<file path="src/core/dos_pkg.sv">
package dos_pkg;

  // ****************************************
  // Register map, byte addresses on the bus
  // ****************************************
  localparam logic [7:0] ADR_CTRL  = 8'h00;
  localparam logic [7:0] ADR_CMD   = 8'h04;
  localparam logic [7:0] ADR_STAT  = 8'h08;
  localparam logic [7:0] ADR_DATA  = 8'h0c;
  localparam logic [7:0] ADR_STOPN = 8'h10;
  localparam logic [7:0] ADR_REPN  = 8'h14;
  localparam logic [7:0] ADR_DIV   = 8'h18;
  localparam logic [7:0] ADR_SCNT  = 8'h1c;
  localparam logic [7:0] ADR_RCNT  = 8'h20;

  // Bit positions in the command register.
  localparam int CMD_START  = 0;
  localparam int CMD_STOP   = 1;
  localparam int CMD_CLRST  = 2;
  localparam int CMD_CLRMEM = 3;

  // ****************************************
  // Widths, timing and reset values
  // ****************************************
  localparam int CH_W       = 2;
  localparam int CODE_W     = 16;
  localparam int STAT_W     = 11;
  localparam int CLK_NS     = 10;
  localparam int SETTLE_NS  = 500;
  // Least time, so the cycle count rounds up.
  localparam int SETTLE_CYC = (SETTLE_NS + CLK_NS - 1) / CLK_NS;
  localparam logic [15:0] DIV_RST   = 16'h0064;
  localparam logic [15:0] STOPN_RST = 16'h0001;
  localparam logic [15:0] REPN_RST  = 16'h0001;

  // Control register fields, low bits first from the right.
  typedef struct packed {
    logic            rep_inf;
    logic            stop_fall;
    logic            stop_ext;
    logic            start_fall;
    logic            start_ext;
    logic            clk_ext;
    logic            ring;
    logic            clocked;
    logic [CH_W-1:0] nch_m1;
  } dos_ctrl_t;
  localparam dos_ctrl_t CTRL_RST = '0;

  // Status register fields; busy and wait_trg are live, the rest sticky.
  typedef struct packed {
    logic ev_clkerr;
    logic ev_cnt;
    logic ev_end;
    logic ev_stop;
    logic ev_start;
    logic urun;
    logic ovf;
    logic clk_err;
    logic cnt_done;
    logic wait_trg;
    logic busy;
  } dos_stat_t;

  typedef enum logic [2:0] {
    S_IDLE = 3'b001,
    S_WAIT = 3'b010,
    S_RUN  = 3'b100
  } dos_state_t;

  // One converter load: channel, code and a one-cycle load strobe.
  typedef struct packed {
    logic [CH_W-1:0]   ch;
    logic [CODE_W-1:0] code;
    logic              load;
  } dos_dac_t;

endpackage

</file>
<file path="src/core/dos_top.sv">
`timescale 1ns/1ps
// ****************************************
// Output sequencer for a multichannel converter
// ****************************************
// Behaviour
// RULE_01: Simple mode start loads every selected channel once, then ends the operation.
// RULE_02: Each channel holds for the settling time; settling sets the conversion pace.
// RULE_03: All output codes are sixteen bits wide, zero to full scale.
// RULE_04: Codes map linearly onto the range; the converter does that, codes pass unchanged.
// RULE_05: Range comes from board jumpers; no range setting exists here.
// RULE_06: Channels converted are a contiguous group from channel zero, sized by count.
// RULE_07: Clocked mode converts once per sampling clock between start and stop.
// RULE_08: Every conversion pass while sampling is counted; count is readable and stops runs.
// RULE_09: Software selects internal divider or external sampling clock as pacing source.
// RULE_10: With external clock, each detected rising edge starts one conversion pass.
// RULE_11: FIFO mode appends new codes and converts the oldest; writes allowed while running.
// RULE_12: FIFO write when full flags overflow but running output continues.
// RULE_13: Ring mode rejects writes while running and replays stored codes in order.
// RULE_14: Start and stop conditions are separate, independent control fields.
// RULE_15: Software start begins at once; trigger start waits for the chosen edge.
// RULE_16: Count stop ends sampling when count reaches the programmed value.
// RULE_17: Trigger stop is watched only while sampling, on the chosen edge.
// RULE_18: Any error forces sampling to stop whatever stop condition is set.
// RULE_19: Ring mode repeats runs the set count, or forever until software stop.
// RULE_20: Events for triggered start, stop when repeating, and end of operation.
// RULE_21: Count-complete event once per run in FIFO, once per repetition in ring.
// RULE_22: Sampling clock faster than a conversion pass stops output with an error.
// RULE_23: Busy flag holds from start command until the operation stops.
// RULE_24: Waiting flag holds while awaiting a start edge, at every repetition too.
// RULE_25: External inputs are synchronised before edge detection, one pulse per edge.
module dos_top #(
  parameter int DEPTH_W = 8
) (
  input  wire logic              clk_sys_in,
  input  wire logic              srst_in,
  input  wire logic              wb_cyc_in,
  input  wire logic              wb_stb_in,
  input  wire logic              wb_we_in,
  input  wire logic [7:0]        wb_adr_in,
  input  wire logic [3:0]        wb_sel_in,
  input  wire logic [31:0]       wb_dat_in,
  output      logic [31:0]       wb_dat_out,
  output      logic              wb_ack_out,
  input  wire logic              ext_clk_in,
  input  wire logic              ext_trg_in,
  output      dos_pkg::dos_dac_t dac_out,
  output      logic              settle_busy_out
);

  localparam int LW = DEPTH_W + 1;
  localparam logic [LW-1:0] LVL_FULL = LW'(2 ** DEPTH_W);
  localparam logic [7:0] SET_LAST = 8'(dos_pkg::SETTLE_CYC - 1);

  // ****************************************
  // Declarations
  // ****************************************
  dos_pkg::dos_ctrl_t  ctrl_q, ctrl_d;
  dos_pkg::dos_stat_t  stk_q, stk_d, set_v, clr_v;
  dos_pkg::dos_state_t st_q, st_d;
  dos_pkg::dos_dac_t   dac_q, dac_d;
  logic [15:0]         stopn_q, stopn_d, repn_q, repn_d, divr_q, divr_d;
  logic [15:0]         div_q, div_d, scnt_q, scnt_d, rcnt_q, rcnt_d;
  logic [15:0]         ctrl_w;
  logic [31:0]         rdat_q, rdat_d;
  logic                ack_q, ack_d, conv_q, conv_d, busy_q, busy_d;
  logic [dos_pkg::CH_W-1:0] ch_q, ch_d, lastch_q, lastch_d;
  logic [7:0]          set_q, set_d, gap_q, gap_d;
  logic [DEPTH_W-1:0]  wp_q, wp_d, rp_q, rp_d, pos_q, pos_d, raddr;
  logic [LW-1:0]       lvl_q, lvl_d;
  logic [2:0]          ck_q, ck_d, tg_q, tg_d;
  logic [15:0]         mem [2 ** DEPTH_W];
  logic wb_req, wr_go, cmd_wr, cmd_start, cmd_stop, cmd_clrst, cmd_clrmem, push_req;
  logic ck_rise, tg_rise, tg_fall, start_edge, stop_edge;
  logic tick, term, rend, pop, wr_ok;

  // Merge a 16-bit write by byte lanes.
  function automatic logic [15:0] m16(input logic [15:0] o, input logic [15:0] n,
                                      input logic [1:0] s);
    m16 = {s[1] ? n[15:8] : o[15:8], s[0] ? n[7:0] : o[7:0]};
  endfunction

  // ****************************************
  // Wishbone slave
  // ****************************************
  // Writes take effect at the edge where the master sees ack, so a held
  // request never writes twice.
  assign wb_req     = wb_cyc_in & wb_stb_in;
  assign wr_go      = wb_req & wb_we_in & ack_q;
  assign cmd_wr     = wr_go && wb_adr_in == dos_pkg::ADR_CMD && wb_sel_in[0];
  assign cmd_start  = cmd_wr && wb_dat_in[dos_pkg::CMD_START];
  assign cmd_stop   = cmd_wr && wb_dat_in[dos_pkg::CMD_STOP];
  assign cmd_clrst  = cmd_wr && wb_dat_in[dos_pkg::CMD_CLRST];
  assign cmd_clrmem = cmd_wr && wb_dat_in[dos_pkg::CMD_CLRMEM];
  assign push_req   = wr_go && wb_adr_in == dos_pkg::ADR_DATA && (&wb_sel_in[1:0]);
  assign clr_v      = (wr_go && wb_adr_in == dos_pkg::ADR_STAT && (&wb_sel_in[1:0]))
                    ? dos_pkg::dos_stat_t'(wb_dat_in[dos_pkg::STAT_W-1:0]) : '0;

  // Configuration is frozen while an operation runs; range needs no field. [RULE_05]
  always_comb begin
    ctrl_w  = m16({6'h00, ctrl_q}, wb_dat_in[15:0], wb_sel_in[1:0]);
    ctrl_d  = ctrl_q;
    stopn_d = stopn_q;
    repn_d  = repn_q;
    divr_d  = divr_q;
    ack_d   = wb_req & ~ack_q;
    rdat_d  = rdat_q;
    if (wr_go && st_q == dos_pkg::S_IDLE) begin
      case (wb_adr_in)
        dos_pkg::ADR_CTRL:  ctrl_d  = dos_pkg::dos_ctrl_t'(ctrl_w[9:0]); // [RULE_14] [RULE_09]
        dos_pkg::ADR_STOPN: stopn_d = m16(stopn_q, wb_dat_in[15:0], wb_sel_in[1:0]);
        dos_pkg::ADR_REPN:  repn_d  = m16(repn_q, wb_dat_in[15:0], wb_sel_in[1:0]);
        dos_pkg::ADR_DIV:   divr_d  = m16(divr_q, wb_dat_in[15:0], wb_sel_in[1:0]);
        default: ;
      endcase
    end
    if (ack_d) begin
      case (wb_adr_in)
        dos_pkg::ADR_CTRL:  rdat_d = 32'(ctrl_q);
        dos_pkg::ADR_STAT:  rdat_d = 32'({lvl_q, 5'h00, stk_q});
        dos_pkg::ADR_STOPN: rdat_d = 32'(stopn_q);
        dos_pkg::ADR_REPN:  rdat_d = 32'(repn_q);
        dos_pkg::ADR_DIV:   rdat_d = 32'(divr_q);
        dos_pkg::ADR_SCNT:  rdat_d = 32'(scnt_q); // [RULE_08]
        dos_pkg::ADR_RCNT:  rdat_d = 32'(rcnt_q);
        default:            rdat_d = 32'h0000_0000;
      endcase
    end
  end

  // Register the bus side.
  always_ff @(posedge clk_sys_in) begin
    if (srst_in) begin
      ctrl_q  <= dos_pkg::CTRL_RST;
      stopn_q <= dos_pkg::STOPN_RST;
      repn_q  <= dos_pkg::REPN_RST;
      divr_q  <= dos_pkg::DIV_RST;
      ack_q   <= 1'b0;
      rdat_q  <= 32'h0000_0000;
    end else begin
      ctrl_q  <= ctrl_d;
      stopn_q <= stopn_d;
      repn_q  <= repn_d;
      divr_q  <= divr_d;
      ack_q   <= ack_d;
      rdat_q  <= rdat_d;
    end
  end

  assign wb_ack_out = ack_q;
  assign wb_dat_out = rdat_q;

  // ****************************************
  // Input edges
  // ****************************************
  // Stage 0 feeds only stage 1; edges are taken between stages 1 and 2. [RULE_25]
  assign ck_rise    = ck_q[1] & ~ck_q[2];
  assign tg_rise    = tg_q[1] & ~tg_q[2];
  assign tg_fall    = ~tg_q[1] & tg_q[2];
  assign start_edge = ctrl_q.start_fall ? tg_fall : tg_rise;
  assign stop_edge  = ctrl_q.stop_fall ? tg_fall : tg_rise;
  // Ring replay reads relative to the oldest entry without consuming it.
  assign raddr      = rp_q + pos_q;

  // ****************************************
  // Sequencer and buffer
  // ****************************************
  // One pass converts channels 0..nch_m1, each held for the settling time.
  always_comb begin
    st_d   = st_q;
    conv_d = conv_q;
    ch_d   = ch_q;
    set_d  = set_q;
    scnt_d = scnt_q;
    rcnt_d = rcnt_q;
    pos_d  = pos_q;
    wp_d   = wp_q;
    rp_d   = rp_q;
    dac_d  = dac_q;
    dac_d.load = 1'b0;
    set_v  = '0;
    tick   = 1'b0;
    term   = 1'b0;
    rend   = 1'b0;
    pop    = 1'b0;
    wr_ok  = 1'b0;
    ck_d   = {ck_q[1:0], ext_clk_in};
    tg_d   = {tg_q[1:0], ext_trg_in};
    div_d  = (st_q != dos_pkg::S_RUN || div_q == 16'h0000) ? divr_q - 16'h0001
                                                            : div_q - 16'h0001;
    if (ctrl_q.clocked && st_q == dos_pkg::S_RUN) begin
      tick = ctrl_q.clk_ext ? ck_rise : (div_q == 16'h0000); // [RULE_09] [RULE_10]
    end
    // Buffer writes: ring contents are locked while running. [RULE_13]
    if (push_req && !(ctrl_q.ring && st_q != dos_pkg::S_IDLE)) begin
      if (lvl_q == LVL_FULL) begin
        set_v.ovf = 1'b1; // [RULE_12]
      end else begin
        wr_ok = 1'b1; // [RULE_11]
        wp_d  = wp_q + 1'b1;
      end
    end
    // Start a pass, or flag a clock that outruns the pass. [RULE_07] [RULE_22]
    if (st_q == dos_pkg::S_RUN && !conv_q && (!ctrl_q.clocked || tick)) begin
      conv_d = 1'b1;
      ch_d   = '0;
      set_d  = 8'h00;
    end else if (tick && conv_q) begin
      set_v.clk_err   = 1'b1;
      set_v.ev_clkerr = 1'b1;
      term = 1'b1;
    end
    if (conv_q) begin
      if (set_q == 8'h00) begin
        if (lvl_q == '0) begin
          set_v.urun = 1'b1;
          term = 1'b1;
        end else begin
          dac_d.code = mem[raddr]; // [RULE_03] [RULE_04]
          dac_d.ch   = ch_q;
          dac_d.load = 1'b1;
          if (ctrl_q.ring) begin
            pos_d = ({1'b0, pos_q} + 1'b1 == lvl_q) ? '0 : pos_q + 1'b1; // [RULE_13]
          end else begin
            pop  = 1'b1; // [RULE_11]
            rp_d = rp_q + 1'b1;
          end
        end
      end
      if (set_q == SET_LAST) begin
        set_d = 8'h00; // [RULE_02]
        if (ch_q == ctrl_q.nch_m1) begin
          conv_d = 1'b0;
          scnt_d = scnt_q + 16'h0001; // [RULE_08]
          if (!ctrl_q.clocked) begin
            term = 1'b1; // [RULE_01]
          end else if (!ctrl_q.stop_ext && scnt_q + 16'h0001 == stopn_q) begin
            set_v.cnt_done = 1'b1; // [RULE_21]
            set_v.ev_cnt   = 1'b1;
            rend = 1'b1; // [RULE_16]
          end
        end else begin
          ch_d = ch_q + 1'b1; // [RULE_06]
        end
      end else begin
        set_d = set_q + 8'h01;
      end
    end
    // The stop trigger is only looked at once sampling runs. [RULE_17]
    if (st_q == dos_pkg::S_RUN && ctrl_q.clocked && ctrl_q.stop_ext && stop_edge) begin
      rend = 1'b1;
    end
    // End of one run: repeat in ring mode or finish. [RULE_19] [RULE_20]
    if (rend) begin
      if (ctrl_q.ring && (ctrl_q.rep_inf || repn_q > 16'h0001)) begin
        set_v.ev_stop = 1'b1;
      end
      if (ctrl_q.ring && (ctrl_q.rep_inf || rcnt_q + 16'h0001 < repn_q)) begin
        rcnt_d = rcnt_q + 16'h0001;
        scnt_d = 16'h0000;
        pos_d  = '0;
        conv_d = 1'b0;
        st_d   = ctrl_q.start_ext ? dos_pkg::S_WAIT : dos_pkg::S_RUN; // [RULE_24]
      end else begin
        term = 1'b1;
      end
    end
    if (st_q == dos_pkg::S_WAIT && start_edge) begin
      st_d = dos_pkg::S_RUN; // [RULE_15]
      set_v.ev_start = 1'b1; // [RULE_20]
    end
    if (cmd_start && st_q == dos_pkg::S_IDLE) begin
      st_d   = (ctrl_q.clocked && ctrl_q.start_ext) ? dos_pkg::S_WAIT : dos_pkg::S_RUN;
      scnt_d = 16'h0000;
      rcnt_d = 16'h0000;
      pos_d  = '0;
      conv_d = 1'b0;
    end
    if (cmd_stop && st_q != dos_pkg::S_IDLE) begin
      term = 1'b1;
    end
    // Errors and stop commands override every stop condition. [RULE_18]
    if (term) begin
      st_d   = dos_pkg::S_IDLE;
      conv_d = 1'b0;
      set_v.ev_end = 1'b1; // [RULE_20]
    end
    lvl_d = lvl_q + LW'(wr_ok) - LW'(pop);
    if (cmd_clrmem) begin
      wp_d   = '0;
      rp_d   = '0;
      lvl_d  = '0;
      pos_d  = '0;
      scnt_d = 16'h0000;
      rcnt_d = 16'h0000;
    end
    // Sticky bits: a set in the clearing cycle wins.
    stk_d = (stk_q & ~clr_v) | set_v;
    if (cmd_clrst) begin
      stk_d.clk_err = set_v.clk_err;
      stk_d.urun    = set_v.urun;
      stk_d.ovf     = set_v.ovf;
    end
    if (cmd_clrmem) begin
      stk_d.cnt_done = set_v.cnt_done;
    end
    stk_d.busy     = st_d != dos_pkg::S_IDLE; // [RULE_23]
    stk_d.wait_trg = st_d == dos_pkg::S_WAIT; // [RULE_24]
    busy_d   = conv_d;
    lastch_d = dac_q.load ? dac_q.ch : lastch_q;
    gap_d    = dac_q.load ? 8'h00 : (gap_q == 8'hff ? gap_q : gap_q + 8'h01);
  end

  // The buffer array has no reset; its pointers do.
  always_ff @(posedge clk_sys_in) begin
    if (wr_ok) begin
      mem[wp_q] <= wb_dat_in[15:0];
    end
  end

  // Register the sequencer state.
  always_ff @(posedge clk_sys_in) begin
    if (srst_in) begin
      st_q     <= dos_pkg::S_IDLE;
      conv_q   <= 1'b0;
      ch_q     <= '0;
      set_q    <= 8'h00;
      div_q    <= 16'h0000;
      scnt_q   <= 16'h0000;
      rcnt_q   <= 16'h0000;
      pos_q    <= '0;
      wp_q     <= '0;
      rp_q     <= '0;
      lvl_q    <= '0;
      dac_q    <= '0;
      busy_q   <= 1'b0;
      stk_q    <= '0;
      ck_q     <= 3'h0;
      tg_q     <= 3'h0;
      lastch_q <= '0;
      gap_q    <= 8'hff;
    end else begin
      st_q     <= st_d;
      conv_q   <= conv_d;
      ch_q     <= ch_d;
      set_q    <= set_d;
      div_q    <= div_d;
      scnt_q   <= scnt_d;
      rcnt_q   <= rcnt_d;
      pos_q    <= pos_d;
      wp_q     <= wp_d;
      rp_q     <= rp_d;
      lvl_q    <= lvl_d;
      dac_q    <= dac_d;
      busy_q   <= busy_d;
      stk_q    <= stk_d;
      ck_q     <= ck_d;
      tg_q     <= tg_d;
      lastch_q <= lastch_d;
      gap_q    <= gap_d;
    end
  end

  assign dac_out         = dac_q;
  assign settle_busy_out = busy_q;
endmodule

</file>
<file path="config.mk">
export PLATFORM = sky130hd
export DESIGN_NAME = dos_top
export DESIGN_NICKNAME = d
export VERILOG_FILES = /design/src/core/dos_pkg.sv /design/src/core/dos_top.sv
export SDC_FILE = /design/constraint.sdc
export NUM_CORES = 2
export LEC_CHECK = 0
export ABC_AREA = 1
export BUFFER_PORTS_ARGS = -buffer_cell sky130_fd_sc_hd__buf_2
export CELL_PAD_IN_SITES_DETAIL_PLACEMENT = 1
export CELL_PAD_IN_SITES_GLOBAL_PLACEMENT = 2
export CORE_AREA = 2 2 635 637
export CTS_CLUSTER_SIZE = 24
export DETAILED_ROUTE_END_ITERATION = 12
export DIE_AREA = 0 0 637 639
export GPL_ROUTABILITY_DRIVEN = 0
export HOLD_SLACK_MARGIN = 0.06
export PLACE_DENSITY = 0.78
export SETUP_SLACK_MARGIN = 0.3
export SLEW_MARGIN = 20
export SYNTH_ARGS = -nofsm -noshare
export SYNTH_HDL_FRONTEND = slang
export SYNTH_SLANG_ARGS = --single-unit
export TNS_END_PERCENT = 1
</file>
<file path="constraint.sdc">
create_clock -name clk_sys_in -period 4.7 [get_ports clk_sys_in]
set_clock_uncertainty 0.1 [all_clocks]
set_input_delay 0 -clock clk_sys_in [delete_from_list [all_inputs] [get_ports clk_sys_in]]
set_output_delay 0 -clock clk_sys_in [all_outputs]
set_load 0.05 [all_outputs]
</file>
==> summary.md <==
| Metric | Value |
|---|---|
| Die width | approximately 640 um |
| Final Non-Filler Cells | 20700 |
| Power after layout | slightly below 80000 uW |
| Most used cell, CP | nand3_1 |
| Gr ovfl total | 0 |
| Cells after DPL | about 20000 |
| Vias | about 120k |
| Synth warnings | 0 |
| Setup TNS | 0 ns |
| Post-Syn Area | ~180000 sq um |
| CTS max path bufs | 4 |
| Switching Fraction | between 20% and 30% |
| Yosys top cell area share | approximately 70% |
| Highest clock rate | 0.223 GHz |
| CTS tree | built |
| Crit path buf inv count | 3 |
| Worst Tran Pin Value | 1.52 ns |
| Power Internal | roughly 63000 uW |
| Vias in the first global route | ~120k |
| Seq pwr share | 53.1% |
| Drt pass-1 iters | 6 |
| Ys async rst share | 0% |
| Pins over their slew limit | 16 |
| Util after Layout | about half |
| Max FFs per register | a little over 4000 |
| ANT nets after route | 0 |
| Cell leakage power | 0.0704 uW |
| Post-synthesis sequential area ratio | between 70% and 80% |
| Die Height | around 640 um |
| CP Cell Sequence | ha_4, fa_4, buf_12, buf_12, o21ai_0, o22ai_1, inv_1, o21ai_1, nand2_1, nand3_1, nand3_1, nand2_1, nand2_1, nand3_1, nand3_1, a21oi_1 |
| Synth area leader | edfxtp_1 |
| Clock power frac | between 40% and 50% |
| Post-synth EDFFs | around 4100 |
| #FFs+latches synth | between 4000 and 5000 |
| Die area | between 400000 and 500000 sq um |
| Area grow syn2layout | 14.5% |
| CP Data Arrival Time | roughly 5.3 ns |
| Crit-path max cell delay | a little under 0.9 ns |
| Status | finished, violations left |
| Gate count of the mapped netlist | 14700 |
| Failing checks | max-slew violations |
| Clk root buf | clkbuf_16 |
| Initial Utilization | roughly 44% |
| Pwr/cell area | 394 nW/um^2 |
| Max VDD drop | around 330 uV |
| Placement Setup Slack | between 0.08 and 0.09 ns |
| I/O Pins | 104 |
| H-tree Lvls | 5 |
| Synth Flop Type | edfxtp_1 |
| Core outline area | roughly 400000 sq um |
| Final setup violation count | 0 |
| Crit path time final | approximately 4.5 ns |
| Crit path kind | reg -> reg |
| Worst Path Required | between 5 and 6 ns |
| Synth area leaders | edfxtp_1 70%, o21ai_0 5.8%, nor2_1 5.3%, o22ai_1 3.7%, nand2_1 3.2% |
| DPL Wire Length | between 300000 and 400000 um |
| Num CTS Buffers | 450 |
| Commonest non-fill, non-tap cell in the layout | edfxtp_1 |
| Class of the worst hold path | in -> reg |
| Drt via density | between 5 and 6 |
| Total global-route track usage | a little over a quarter |
| Max FO, Critical Path | 62 |
| Startpoint types | flop |
| Post-DR wirelength/cell | between 20 and 30 um |
| Share of cells above drive strength 1 | 9.70% |
| Clk sinks | approximately 4300 |
| Final hold vios | 0 |
| Commonest non-fill, non-tap cells in the layout | 4096 x edfxtp_1, 2495 x nor2_1, 2023 x o21ai_0, 1482 x nand2_1, 1036 x o22ai_1 |
| Slew HR | -1.18% |
| Initial antenna violation count | 27 |
| Largest net degree at the start of global routing | between 100 and 150 |
| DRC Markers | 0 |
| Setup slack after layout | approximately 0.22 ns |
| Gate power share | around 1.3% |
| Net load switching power | 16300 uW |
| Yosys cell types | a little over 60 |
| First-pass GRT wire length | between 800000 and 900000 um |
| Synthesized area per cell | between 10 and 15 sq um |
| Crit end category | flop |
| Fin crit share | ~95% |
| Buffers added on ports | 78 |
| Site Rows | between 200 and 250 |
| Critical path's slowest cell | fa_4 |
| Family with the most delay on the worst path | simple AND/OR/NAND/NOR gates |
| Final nets | 15100 |
| Iter 0 DRT Violations | 11700 |
| CTS clk-pin slew, worst paths | around 0.060 ns |
| Most flops, register | mem |
| Max cap viols | 0 |
| Worst-Skew Late Latency | 1.01 ns |
| RSZ-0062 raised after global routing | yes |
| Final wirelength | 565000 um |
## routing by layer
metal,share of wire (%),global-route usage (%),vias to the layer above
li1,-,-,53400
met1,43,37.3,61700
met2,48,45.2,3609
met3,5.9,3.20,859
met4,3.6,9.35,8
met5,0.0087,0,-
## cell type report
class,instances,area (sq um)
Tap cell,5287,6620
Fill cell,41100,200000
Clock buffer,549,11800
Timing Repair inverter,1,8.76
Clock inverter,282,2990
Timing Repair Buffer,847,8320
Sequential cell,4311,127000
Antenna cell,10,25.0
Inverter,741,2830
Multi-Input combinational cell,8658,40800
## metrics by stage
| step | instance area (sq um) | hold slack (ns) |
|---|---|---|
| after floorplan | 175000 | -0.00113 |
| after global placement | 185000 | 0.116 |
| after detailed placement | 185000 | 0.110 |
| after CTS | 201000 | 0.0758 |
| after global routing | 201000 | 0.114 |
| final | 201000 | 0.122 |
## repair_timing
item,4_1_cts,5_1_grt
endpoints found under the setup margin,15,73
buffers inserted,4,0
pin swaps,1,0
endpoints found under the hold margin,4177,2
hold buffers,91,1
cloned,1,0
gates resized for setup,2,2
## cells by family after synthesis
| logic type | after synthesis | synth area share [%] |
|---|---|---|
| and+or+nand+nor | 4556 | 10.2 |
| DFF | 4311 | 72.6 |
| AOI/OAI and AO/OA | 3978 | 12.2 |
| buffers and inverters | 1721 | 4.17 |
| xor gates and xnor gates | 52 | 0.276 |
| adders and majority gates | 48 | 0.351 |
| muxes | 17 | 0.109 |
| other | 1 | 0.00214 |
## worst reg2reg max path, delay by kind of cell (launching register included)
family | cells | cell delay (ns)
AND/OR/NAND/NOR | 7 | 1.36
buffers and inverters | 3 | 0.65
adder cells (fa/ha/maj) | 2 | 1.09
AO/OA/AOI/OAI | 4 | 0.86
flip-flops | 1 | 0.37
## synthesized netlist by cell type, types with 24 or more instances
cell type,instances
a21oi_1,195
buf_1,42
buf_2,351
buf_4,66
clkbuf_1,496
dfxtp_1,215
edfxtp_1,4096
ha_1,46
inv_1,725
nand2_1,1499
nand3_1,453
nand4_1,24
nor2_1,2497
nor3_1,33
o21ai_0,2023
o21ai_1,665
o22ai_1,1036
xor2_1,39
## final timing paths
| kind | from | end | slack, ns | depth (start not counted) |
|---|---|---|---|---|
| max reg2reg | rp_q[0]$_SDFFE_PP0P_ | dac_out[3]$_SDFFE_PP0P_ | 0.22 | 16 |
| min | wb_dat_in[14] | mem[87][14]$_DFFE_PP_ | 0.12 | 3 |
| max | rp_q[0]$_SDFFE_PP0P_ | dac_out[3]$_SDFFE_PP0P_ | 0.22 | 16 |
| min reg2reg | ck_q[0]$_SDFF_PP0_ | ck_q[1]$_SDFF_PP0_ | 0.34 | 2 |
## power by group through the flow
stage               Clock, uW  Sequential (uW)  Combinational [uW]
CTS                     36500            42000                1040
global placement            0            42800                 914
detailed placement          0            42800                 938
finish                  36000            42000                1040
global route            37900            42000                1090
floorplan                   0            42800                69.3
No activity file was read; power rests on OpenSTA's default activity.
